<file path="src/hdl/rtc_trim_pkg.sv">
// package: constants and carrier types for the rtc rate trim and halt monitor
package rtc_trim_pkg;
  // clock and timing
  localparam int unsigned CLK_HZ            = 20_000_000;
  localparam int unsigned OSC_HZ            = 32768;
  localparam int unsigned TRIM_PERIOD_S     = 20;
  localparam int unsigned SAMPLE_WINDOW_US  = 7800;
  localparam int unsigned SAMPLE_PERIOD_S   = 1;
  // least time: round up
  localparam int unsigned SAMPLE_WINDOW_CYC = (SAMPLE_WINDOW_US * OSC_HZ + 999_999) / 1_000_000;
  localparam int unsigned OSC_PER_SEC       = OSC_HZ * SAMPLE_PERIOD_S;
  // one spare bit: a slowed second counts past 32767 ticks
  localparam int unsigned SEC_CNT_W         = 16;
  localparam int unsigned TRIM_CNT_W        = 5;
  localparam logic [4:0]  TRIM_SECONDS_LAST = 5'(TRIM_PERIOD_S - 1);
  localparam logic [15:0] OSC_TICKS_LAST    = 16'(OSC_PER_SEC - 1);
  localparam logic [15:0] SAMPLE_TICKS      = 16'(SAMPLE_WINDOW_CYC);
  localparam int unsigned HALT_TIMEOUT      = 4;
  // halt detector: clk_sys cycles without an oscillator edge before halt
  localparam int unsigned HALT_CYC_DEFAULT  = (CLK_HZ / OSC_HZ) * HALT_TIMEOUT;

  // trim code
  localparam int unsigned TRIM_W            = 7;
  localparam logic [6:0]  TRIM_ZERO         = 7'h00;
  localparam logic [6:0]  TRIM_PLUS1        = 7'h01;
  localparam logic [6:0]  TRIM_MINUS64      = 7'h40;
  localparam logic [6:0]  TRIM_MINUS63      = 7'h41;
  localparam logic [7:0]  TRIM_SLOW_BASE    = 8'h01;
  localparam logic [7:0]  TRIM_FAST_BASE    = 8'h80;
  localparam logic [7:0]  TRIM_REG_RESET    = 8'h00;

  // serial register port: one write strobe, live read value
  typedef struct packed {
    logic       wr;
    logic [7:0] data;
  } reg_write_t;

  // configuration bits that a recorded halt clears
  typedef struct packed {
    logic       weekly_alarm_enable;
    logic       daily_alarm_enable;
    logic       hour_format_24;
    logic       clock_out_enable_a;
    logic       clock_out_enable_b;
    logic       test_mode;
    logic       periodic_select_2;
    logic       periodic_select_1;
    logic       periodic_select_0;
    logic       threshold_select;
    logic       scratch_bit;
    logic       periodic_irq_flag;
    logic       weekly_alarm_flag;
    logic       daily_alarm_flag;
  } cfg_bits_t;
  localparam int unsigned CFG_W = $bits(cfg_bits_t);

  typedef struct packed {
    logic osc_halt_flag;
    logic low_supply_flag;
  } status_t;

  typedef enum logic [2:0] {
    MON_IDLE   = 3'b001,
    MON_SAMPLE = 3'b010,
    MON_HOLD   = 3'b100
  } mon_state_t;
endpackage : rtc_trim_pkg

</file>
<file path="src/hdl/rtc_sync2.sv">
// two-flop synchroniser for a group of pin levels
module rtc_sync2 #(
  parameter int unsigned W = 1
) (
  // clock and reset
  input  wire logic         clk_sys_in,
  input  wire logic         reset_in,
  // levels
  input  wire logic [W-1:0] async_in,
  output logic      [W-1:0] sync_out
);
  logic [W-1:0] meta_reg;
  logic [W-1:0] meta_next;
  logic [W-1:0] sync_reg;
  logic [W-1:0] sync_next;

  always_comb begin
    meta_next = async_in;
    sync_next = meta_reg;
  end

  always_ff @(posedge clk_sys_in) begin
    if (reset_in) begin
      meta_reg <= '0;
      sync_reg <= '0;
    end else begin
      meta_reg <= meta_next;
      sync_reg <= sync_next;
    end
  end

  assign sync_out = sync_reg;
endmodule : rtc_sync2

</file>
<file path="src/hdl/rtc_trim_counter.sv">
// one-second divider with 20 second trim interval and supply sample window
module rtc_trim_counter
  import rtc_trim_pkg::*;
(
  // clock and reset
  input  wire logic              clk_sys_in,
  input  wire logic              reset_in,
  // oscillator tick and trim
  input  wire logic              osc_tick_in,
  input  wire logic [TRIM_W-1:0] trim_code_in,
  // timing outputs
  output logic                   second_pulse_out,
  output logic                   sample_window_out
);
  import rtc_trim_pkg::*;

  logic [SEC_CNT_W-1:0]  tick_reg;
  logic [SEC_CNT_W-1:0]  tick_next;
  logic [TRIM_CNT_W-1:0] sec_reg;
  logic [TRIM_CNT_W-1:0] sec_next;
  logic [TRIM_W-1:0]     trim_live_reg;
  logic [TRIM_W-1:0]     trim_live_next;
  logic [SEC_CNT_W-1:0]  last_tick;
  logic [7:0]            steps;
  logic                  slow;
  logic                  no_trim;
  logic                  sec_done;

  always_comb begin
    no_trim = (trim_live_reg == TRIM_ZERO) || (trim_live_reg == TRIM_PLUS1) ||
              (trim_live_reg == TRIM_MINUS64) || (trim_live_reg == TRIM_MINUS63);
    slow  = ~trim_live_reg[TRIM_W-1];
    // slow: distance from 01h; fast: distance from 80h
    steps = slow ? ({1'b0, trim_live_reg} - TRIM_SLOW_BASE)
                 : (TRIM_FAST_BASE - {1'b0, trim_live_reg});
    last_tick = OSC_TICKS_LAST;
    // trim only the first second of each interval, two ticks per step:
    // a single tick in 20 s would be only half of the 3.05 ppm step
    if (!no_trim && sec_reg == '0) begin
      last_tick = slow ? OSC_TICKS_LAST + SEC_CNT_W'({steps, 1'b0})
                       : OSC_TICKS_LAST - SEC_CNT_W'({steps, 1'b0});
    end
    sec_done  = osc_tick_in && (tick_reg == last_tick);
    tick_next = tick_reg;
    sec_next  = sec_reg;
    trim_live_next = trim_live_reg;
    if (osc_tick_in) begin
      tick_next = sec_done ? '0 : tick_reg + 1'b1;
    end
    if (sec_done) begin
      if (sec_reg == TRIM_SECONDS_LAST) begin
        sec_next       = '0;
        trim_live_next = trim_code_in;
      end else begin
        sec_next = sec_reg + 1'b1;
      end
    end
  end

  always_ff @(posedge clk_sys_in) begin
    if (reset_in) begin
      tick_reg      <= '0;
      sec_reg       <= '0;
      trim_live_reg <= '0;
    end else begin
      tick_reg      <= tick_next;
      sec_reg       <= sec_next;
      trim_live_reg <= trim_live_next;
    end
  end

  // sub-clock output is untouched; only this chain is trimmed
  assign second_pulse_out  = sec_done;
  assign sample_window_out = (tick_reg < SAMPLE_TICKS);
endmodule : rtc_trim_counter

</file>
<file path="src/hdl/rtc_trim_and_halt_monitor.sv">
// rate trim, oscillator halt and low supply flags of a serial rtc
module rtc_trim_and_halt_monitor
  import rtc_trim_pkg::*;
#(
  parameter int unsigned HALT_CYC = HALT_CYC_DEFAULT
) (
  // clock and reset
  input  wire logic                    clk_sys_in,
  input  wire logic                    reset_in,
  // pins and analog comparator levels
  input  wire logic                    osc_clk_level_in,
  input  wire logic                    chip_enable_in,
  input  wire logic                    below_2v1_in,
  input  wire logic                    below_1v6_in,
  // register port from serial engine
  input  wire rtc_trim_pkg::reg_write_t trim_write_in,
  input  wire rtc_trim_pkg::cfg_bits_t  cfg_write_data_in,
  input  wire logic                    cfg_write_in,
  input  wire rtc_trim_pkg::status_t    status_write_data_in,
  input  wire logic                    status_write_in,
  // register read values
  output logic [7:0]                   rate_trim_register_out,
  output rtc_trim_pkg::cfg_bits_t      cfg_bits_out,
  output rtc_trim_pkg::status_t        status_out,
  output logic [1:0]                   condition_out,
  // timing
  output logic                         sub_clock_output_out,
  output logic                         second_pulse_out,
  output logic                         sample_active_out
);
  import rtc_trim_pkg::*;

  localparam logic [1:0] COND_NORMAL = 2'h0;
  localparam logic [1:0] COND_SUPPLY = 2'h1;
  localparam logic [1:0] COND_HALT   = 2'h2;
  localparam int unsigned HALT_W     = $clog2(HALT_CYC + 1);
  localparam logic [HALT_W-1:0] HALT_LAST = HALT_W'(HALT_CYC);

  logic [3:0] pins_sync;
  logic       osc_s;
  logic       ce_s;
  logic       b21_s;
  logic       b16_s;

  rtc_sync2 #(.W(4)) i_rtc_sync2 (
    .clk_sys_in (clk_sys_in),
    .reset_in   (reset_in),
    .async_in   ({osc_clk_level_in, chip_enable_in, below_2v1_in, below_1v6_in}),
    .sync_out   (pins_sync)
  );
  assign {osc_s, ce_s, b21_s, b16_s} = pins_sync;

  // oscillator edge detect on the synchronised level
  logic osc_d_reg;
  logic osc_d_next;
  logic osc_tick;
  assign osc_tick = osc_s & ~osc_d_reg;

  // halt watchdog
  logic [HALT_W-1:0] halt_cnt_reg;
  logic [HALT_W-1:0] halt_cnt_next;
  logic              halt_event;

  // power-on marker: first cycle out of reset counts as power-up
  logic por_done_reg;
  logic por_done_next;

  logic [7:0]  trim_reg;
  logic [7:0]  trim_next;
  cfg_bits_t   cfg_reg;
  cfg_bits_t   cfg_next;
  status_t     st_reg;
  status_t     st_next;
  mon_state_t  mon_reg;
  mon_state_t  mon_next;
  logic        sub_clk_reg;
  logic        sub_clk_next;
  logic        sec_pulse;
  logic        sample_win;
  logic        below_sel;
  logic        set_halt;
  logic        set_low;

  rtc_trim_counter i_rtc_trim_counter (
    .clk_sys_in        (clk_sys_in),
    .reset_in          (reset_in),
    .osc_tick_in       (osc_tick),
    .trim_code_in      (trim_reg[TRIM_W-1:0]),
    .second_pulse_out  (sec_pulse),
    .sample_window_out (sample_win)
  );

  // halt detection: stalls counted only while chip enable is low
  always_comb begin
    osc_d_next    = osc_s;
    halt_cnt_next = halt_cnt_reg;
    halt_event    = 1'b0;
    if (osc_tick || ce_s) begin
      halt_cnt_next = '0;
    end else if (halt_cnt_reg != HALT_LAST) begin
      halt_cnt_next = halt_cnt_reg + 1'b1;
    end else begin
      halt_event = 1'b1;
    end
    por_done_next = 1'b1;
  end

  // supply monitor sequencing
  always_comb begin
    mon_next = mon_reg;
    case (mon_reg)
      MON_IDLE: begin
        if (sec_pulse && !st_reg.low_supply_flag) begin
          mon_next = MON_SAMPLE;
        end
      end
      MON_SAMPLE: begin
        if (st_reg.low_supply_flag) begin
          mon_next = MON_HOLD;
        end else if (!sample_win) begin
          mon_next = MON_IDLE;
        end
      end
      MON_HOLD: begin
        if (!st_reg.low_supply_flag) begin
          mon_next = MON_IDLE;
        end
      end
      default: mon_next = MON_IDLE;
    endcase
  end

  // threshold choice; a level from the comparator is only recorded in the flag
  assign below_sel = cfg_reg.threshold_select ? b16_s : b21_s;
  assign set_low   = (mon_reg == MON_SAMPLE) && sample_win && below_sel;
  assign set_halt  = halt_event || !por_done_reg;

  // registers and flags
  always_comb begin
    trim_next    = trim_reg;
    cfg_next     = cfg_reg;
    st_next      = st_reg;
    sub_clk_next = osc_s;
    if (trim_write_in.wr) begin
      trim_next = {1'b0, trim_write_in.data[TRIM_W-1:0]};
    end
    if (cfg_write_in) begin
      cfg_next = cfg_write_data_in;
    end
    // software can only clear flags; set beats clear in the same cycle
    if (status_write_in) begin
      if (!status_write_data_in.osc_halt_flag) begin
        st_next.osc_halt_flag = 1'b0;
      end
      if (!status_write_data_in.low_supply_flag) begin
        st_next.low_supply_flag = 1'b0;
      end
    end
    if (set_low) begin
      st_next.low_supply_flag = 1'b1;
    end
    if (set_halt) begin
      st_next.osc_halt_flag   = 1'b1;
      st_next.low_supply_flag = 1'b0;
      trim_next               = '0;
      cfg_next                = '0;
    end
  end

  always_ff @(posedge clk_sys_in) begin
    if (reset_in) begin
      osc_d_reg    <= 1'b0;
      halt_cnt_reg <= '0;
      por_done_reg <= 1'b0;
      trim_reg     <= TRIM_REG_RESET;
      cfg_reg      <= '0;
      st_reg       <= '0;
      mon_reg      <= MON_IDLE;
      sub_clk_reg  <= 1'b0;
    end else begin
      osc_d_reg    <= osc_d_next;
      halt_cnt_reg <= halt_cnt_next;
      por_done_reg <= por_done_next;
      trim_reg     <= trim_next;
      cfg_reg      <= cfg_next;
      st_reg       <= st_next;
      mon_reg      <= mon_next;
      sub_clk_reg  <= sub_clk_next;
    end
  end

  // flag decode; low-supply ignored while halted
  always_comb begin
    if (st_reg.osc_halt_flag) begin
      condition_out = COND_HALT;
    end else if (st_reg.low_supply_flag) begin
      condition_out = COND_SUPPLY;
    end else begin
      condition_out = COND_NORMAL;
    end
  end

  assign rate_trim_register_out = trim_reg;
  assign cfg_bits_out           = cfg_reg;
  assign status_out             = st_reg;
  assign sub_clock_output_out   = sub_clk_reg;
  assign second_pulse_out       = sec_pulse;
  assign sample_active_out      = (mon_reg == MON_SAMPLE);
endmodule : rtc_trim_and_halt_monitor

</file>
<file path="config.mk">
export PLATFORM = sky130hd
export DESIGN_NAME = rtc_trim_and_halt_monitor
export DESIGN_NICKNAME = d
export VERILOG_FILES = /design/src/hdl/rtc_trim_pkg.sv /design/src/hdl/rtc_sync2.sv /design/src/hdl/rtc_trim_counter.sv /design/src/hdl/rtc_trim_and_halt_monitor.sv
export SDC_FILE = /design/constraint.sdc
export NUM_CORES = 1
export LEC_CHECK = 0
export BUFFER_PORTS_ARGS = -buffer_cell sky130_fd_sc_hd__buf_2
export CORE_ASPECT_RATIO = 2
export CORE_MARGIN = 10
export CORE_UTILIZATION = 50
export DETAILED_ROUTE_END_ITERATION = 8
export PLACE_DENSITY_LB_ADDON = 0.2
export SLEW_MARGIN = 20
export SYNTH_ARGS = -nofsm -noshare
export SYNTH_HDL_FRONTEND = slang
export SYNTH_SLANG_ARGS = --single-unit
</file>
<file path="constraint.sdc">
create_clock -name clk_sys_in -period 6 [get_ports clk_sys_in]
set_clock_uncertainty 0.2 [all_clocks]
set_input_delay 0.6 -clock clk_sys_in [delete_from_list [all_inputs] [get_ports clk_sys_in]]
set_output_delay 0.6 -clock clk_sys_in [all_outputs]
set_load 0.1 [all_outputs]
</file>
# Word level (Yosys, flattened, before mapping)
# Index checks and enable logic that the tools add are counted.
dict set report op_classes {
  add_sub_neg 7
  magnitude_cmp 1
  n_eq_ne 14
  n_mux 21
  n_bitwise 2
  n_reduce_logical 23
}
# operator count
set ops {}
lappend ops {{two-way mux 16 bit} 3}
lappend ops {{adder 15 x 9 -> 16 bit, first input constant} 1}
lappend ops {{adder 16 x 1 -> 16 bit, second input constant} 1}
lappend ops {{equality test 16 bit} 1}
lappend ops {{less-than comparator 16 x 9 -> 1 bit, second input constant} 1}
lappend ops {{subtractor 15 x 9 -> 16 bit, first input constant} 1}
lappend ops {{equality test 7 bit, second input constant} 2}
lappend ops {{adder 12 x 1 -> 12 bit, second input constant} 1}
lappend ops {{two-way mux 3 bit} 4}
lappend ops {{!= test 12 bit, second input constant} 1}
lappend ops {{case mux 3 bit (3 select lines)} 1}
lappend ops {{two-way mux 1 bit} 8}
lappend ops {{two-way mux 8 bit} 1}
lappend ops {{subtractor 7 x 1 -> 8 bit, second input constant} 1}
lappend ops {{subtractor 8 x 7 -> 8 bit, first input constant} 1}
lappend ops {{equality test 7 x 1 -> 1 bit, second input constant} 1}
lappend ops {{zero test 7 bit} 1}
lappend ops {{two-way mux 2 bit} 3}
lappend ops {{AND reduction 2 bit} 3}
lappend ops {{adder 5 x 1 -> 5 bit, second input constant} 1}
lappend ops {{equality test 5 bit, second input constant} 1}
lappend ops {{logical AND 1 bit} 5}
lappend ops {{zero test 5 bit} 1}
lappend ops {{logical OR 1 bit} 5}
lappend ops {{13 further kinds} 19}
dict set report word_totals {
  regBits 76
  input_bits 33
  output_inout_bits 29
  wordCells 94
}

# Logic depth before layout (Yosys ltp)
dict set report logic_depth {
  ltp_word 12
  ltp_mapped 14
  depth_no_buf 13
}

# By module
# Synthesis repeated with hierarchy kept, for this count alone.
dict set report hier_totals {
  cells_unflattened 429
  area_unflattened_um2 3829.9
}
# module n_inst cells_each area_per_inst_um2 seq_area_each_um2
set modules_own_cells {}
lappend modules_own_cells {rtc_trim_counter 1 242 1929.4 560.5}
lappend modules_own_cells {rtc_trim_and_halt_monitor 1 171 1690.4 800.8}
lappend modules_own_cells {rtc_sync2 1 16 210.2 160.2}

# Least setup slack after synthesis
# No wires, ideal clock.
dict set report synth_timing {
  path_type {reg2out}
  start {register i_rtc_trim_counter.trim_live_reg[0]}
  end {output second_pulse_out}
  arrival_ps 2885
  required_ps 5200
  path_slack_ps 2315
  stages_incl_launch_ff 13
  n_path_buf 1
  path_cell_list {dfxtp_1 -> buf_4 -> inv_1 -> ha_1 -> xor2_1 -> ha_1 -> nor2b_1 -> xnor2_1 -> a2111oi_0 -> a221oi_1 -> nor4b_4 -> o2111ai_4 -> inv_2}
}
dict set report synth_via {
  elab_chain_cells 9
  elab_cells_between_ends 18
  cone_classes {4 x add/sub; 4 x eq/ne; 3 x mux; 7 x reduce/logical}
}
# element line_no
set synth_lines {}
lappend synth_lines {{start, declared} rtc_trim_counter.sv:21} ;# logic [TRIM_W-1:0] trim_live_reg;
lappend synth_lines {{start signal, assigned} rtc_trim_counter.sv:68} ;# trim_live_reg <= trim_live_next;
lappend synth_lines {{branches (longest 6 deep; another with adder 15 x 9 -> 16 bit)} --}
lappend synth_lines {{two-way mux 16 bit *} rtc_trim_counter.sv:39} ;# if (!no_trim && sec_reg == '0) begin
lappend synth_lines {{equality test 16 bit *} rtc_trim_counter.sv:43} ;# sec_done = osc_tick_in && (tick_reg == last_tick);
lappend synth_lines {{logical AND 1 bit *} rtc_trim_counter.sv:43}
lappend synth_lines {{end, declared} rtc_trim_and_halt_monitor.sv:28} ;# output logic second_pulse_out,
# Mark *: on every way between the ends.

# Worst setup path in the final report
# Same ends and word-level chain as after synthesis.

==> qor.csv <==
stage,metric,value,unit
cts,hold_buf cts,0,
synthesis,largest family of logic cells by synthesized area,simple AND/OR/NAND/NOR gates,
critical_path,slowest CP cell,dfxtp_1,
timing,Slew Limit Fails,0,
power_and_ir_drop,switching power,0.282,mW
power_and_ir_drop,clock share of power,46.1,%
critical_path,Worst EP arrival,4.01,ns
critical_path,crit-path max cell delay,0.63,ns
route,Residual DRC,0,
critical_path,crit-path most repeated cell,ha_1,
floorplanning,Core Rows,44,
critical_path,Startpoint Class,flop,
timing,setup_tns,0,ns
synthesis,post-synthesis instance total,426,
synthesis,Post-synth EDFFs,0,
placement,HPWL after DPL,6.48,mm
placement,placed insts,553,
timing,Setup Viol. Count Final,0,
floorplanning,Starting Density,51.6,%
global_routing,first-pass GRT wire length,13.6,mm
synthesis,Post-Syn Area,3780,um^2
cells_and_area,"most common cell after layout, fill and taps aside",dfxtp_1,
timing,final worst slack,1.19,ns
critical_path,CP Capture Type,output pin,
timing,final hold viol count,0,
cells_and_area,final core utilization,59.9,%
synthesis,mux share of post-synthesis cell area,7.85,%
route,DR vias,3073,
synthesis,Syn Nets,467,
worst_hold_path,worst hold path type,reg2reg,
timing,crit path time final,4.81,ns
synthesis,sequential share of the synthesized area,40.3,%
synthesis,ys flop type,dfxtp_1,
cts,root buf cell,clkbuf_16,
cts,CTS tree,yes,
cts,Worst-path clk slew,0.06,ns
power_and_ir_drop,power density over cell area,264,nW/um^2
cts,H-tree Lvls,3,
power_and_ir_drop,Combinational Power Share,8.7,%
critical_path,CP Class,reg2out,
cts,post_cts resized,0,
route,wire per inst,14.7,um
power_and_ir_drop,Sw Share,24.3,%
cells_and_area,antenna cells,0,
route,vias per cell,5.40,
floorplanning,Chip Width,81.5,um
cells_and_area,nets,513,
power_and_ir_drop,Pleak,1.85,nW
global_routing,pin count of the biggest net entering global routing,30,
cells_and_area,area grow syn2layout,16.0,%
placement,Port Buf Inserts,59,
timing,Peak Freq,0.208,GHz
cts,clock sink total,76,
timing,worst-margin pin slew,0.849,ns
power_and_ir_drop,P_int,0.877,mW
global_routing,GRT overflow,0,
floorplanning,die footprint,11600,um^2
route,post-route ant nets,0,
cells_and_area,most frequent cells in the layout,"dfxtp_1 (76), nor2_1 (62), buf_2 (59), mux2i_1 (24), nand3_1 (23)",
cts,worst-skew pair later-pin latency,0.32,ns
floorplanning,I/O Pins,62,
global_routing,vias in the first global route,3017,
timing,relative slew slack,43.3,%
synthesis,Synth Area in Compound Gates,11.4,%
synthesis,syn avg cell area,8.87,um^2
synthesis,fraction of registers with async set or reset after synthesis,0,%
global_routing,initial antenna violation count,0,
synthesis,Post-Synth Simple-Gate Area,24.8,%
synthesis,Synth Area in Adders,2.65,%
power_and_ir_drop,Peak VDD IR,0.178,mV
timing,RSZ-0062 raised after global routing,false,
placement,DP Worst Slack,1.52,ns
synthesis,register bit total from synthesis,76,
cts,clock buffer depth,2,
route,Detailed Route Iter0 Violations,112,
route,length of the first detailed-routing pass in iterations,4,
synthesis,Synth Warn #,0,
floorplanning,core area,7320,um^2
critical_path,Worst EP required,5.20,ns
cells_and_area,Largest register FFs,16,
cells_and_area,fillcell total,646,
status,status,finished clean,
critical_path,Crit Path Max Fanout,17,
cts,Post-CTS Setup Inserts,0,
power_and_ir_drop,Flop pwr share,45.2,%
synthesis,Post-Synth XOR/XNOR Area,8.34,%
placement,Final GP Congestion,0.808,
job,MaxCap Viol Count,0,
floorplanning,Die H,143,um
cts,TritonCTS Buffers,9,
cells_and_area,"Cell Count, Final, Fillers Out",569,
critical_path,CP cell instances,inv_1 -> ha_1 -> xor2_1 -> ha_1 -> nor2b_1 -> xnor2_1 -> a2111oi_0 -> a221oi_1 -> nor4b_4 -> o2111ai_4 -> inv_2 -> buf_2,
timing,final period utilization,80.2,%
cells_and_area,layout cell share with drive strength beyond 1,19.1,%
global_routing,Total GRT Usage,14.4,%
synthesis,Unique masters post-synth,61,
route,Total Wirelength,8.34,mm
[path summary, 6_finish.rpt]
check                                                   startpoint                                    endpoint  slack (ns)  depth (start not counted)
setup / recovery  i_rtc_trim_counter.trim_live_reg[0]$_SDFFE_PP0P_                            second_pulse_out        1.19                         12
hold / removal                  i_rtc_sync2.meta_reg[2]$_SDFF_PP0_          i_rtc_sync2.sync_out[2]$_SDFF_PP0_        0.24                          1
setup reg to reg  i_rtc_trim_counter.trim_live_reg[0]$_SDFFE_PP0P_  i_rtc_trim_counter.sec_reg[2]$_SDFFE_PP0N_        2.06                         12
hold reg to reg                 i_rtc_sync2.meta_reg[2]$_SDFF_PP0_          i_rtc_sync2.sync_out[2]$_SDFF_PP0_        0.24                          1
[layout make-up]
cell class | count | area (um^2) | share of cell area [%]
clock buffers | 11 | 243 | 5.54
clock inverters | 5 | 58.8 | 1.34
inverters | 15 | 56.3 | 1.28
multi-input cells | 310 | 2090 | 47.6
flip-flops and latches | 76 | 1520 | 34.7
well taps | 92 | 115 | 2.63
repair buffers | 60 | 303 | 6.91
[critical path: cells and delay by family (launching register included)]
kind	cells	cell delay (ns)
fa+ha+maj	2	0.57
compound gates	3	0.82
flops	1	0.63
buf+inv	3	0.80
xor+xnor	2	0.36
simple gates	2	0.50
[kinds of logic after synthesis]
logic type | after synthesis
xor+xnor | 36
mux | 28
simple gates | 175
buf+inv | 40
compound gates | 62
other cells | 1
fa+ha+maj | 8
flops | 76
[routing by layer]
layer  track usage [%]  up-vias  wire (um)
met1              13.8     1451       3090
met4              6.05        0        153
met5                 0        -          0
li1                  -     1565          -
met3              3.71       11        340
met2              27.4       46       4760
[metrics by stage]
stage	hold WS (ns)	instance area, um^2	power (mW)
after floorplan	0.214	3780	0.614
after global placement	0.217	4080	0.635
after detailed placement	0.224	4080	0.636
after CTS	0.238	4380	1.17
after global routing	0.257	4380	1.20
final	0.242	4380	1.16
[power groups by stage]
stage | combinational [mW] | clock [mW] | sequential, mW
6_report | 0.100 | 0.534 | 0.524
5_1_grt | 0.108 | 0.565 | 0.526
4_1_cts | 0.102 | 0.547 | 0.524
3_5_place_dp | 0.101 | 0 | 0.535
3_3_place_gp | 0.100 | 0 | 0.535
2_1_floorplan | 0.0422 | 0 | 0.571
[Yosys cell counts (all sizes together) (14+ instances only)]
library cell,count,area [um^2]
nor2,62,233
nand3,23,115
a21oi,15,75.1
nor2b,16,100
mux2i,25,263
o21ai,15,78.8
inv,15,56.3
buf,14,78.8
xor2,21,184
nand2,20,77.6
dfxtp,76,1520
xnor2,15,131
No activity file was read; power rests on OpenSTA's default activity.
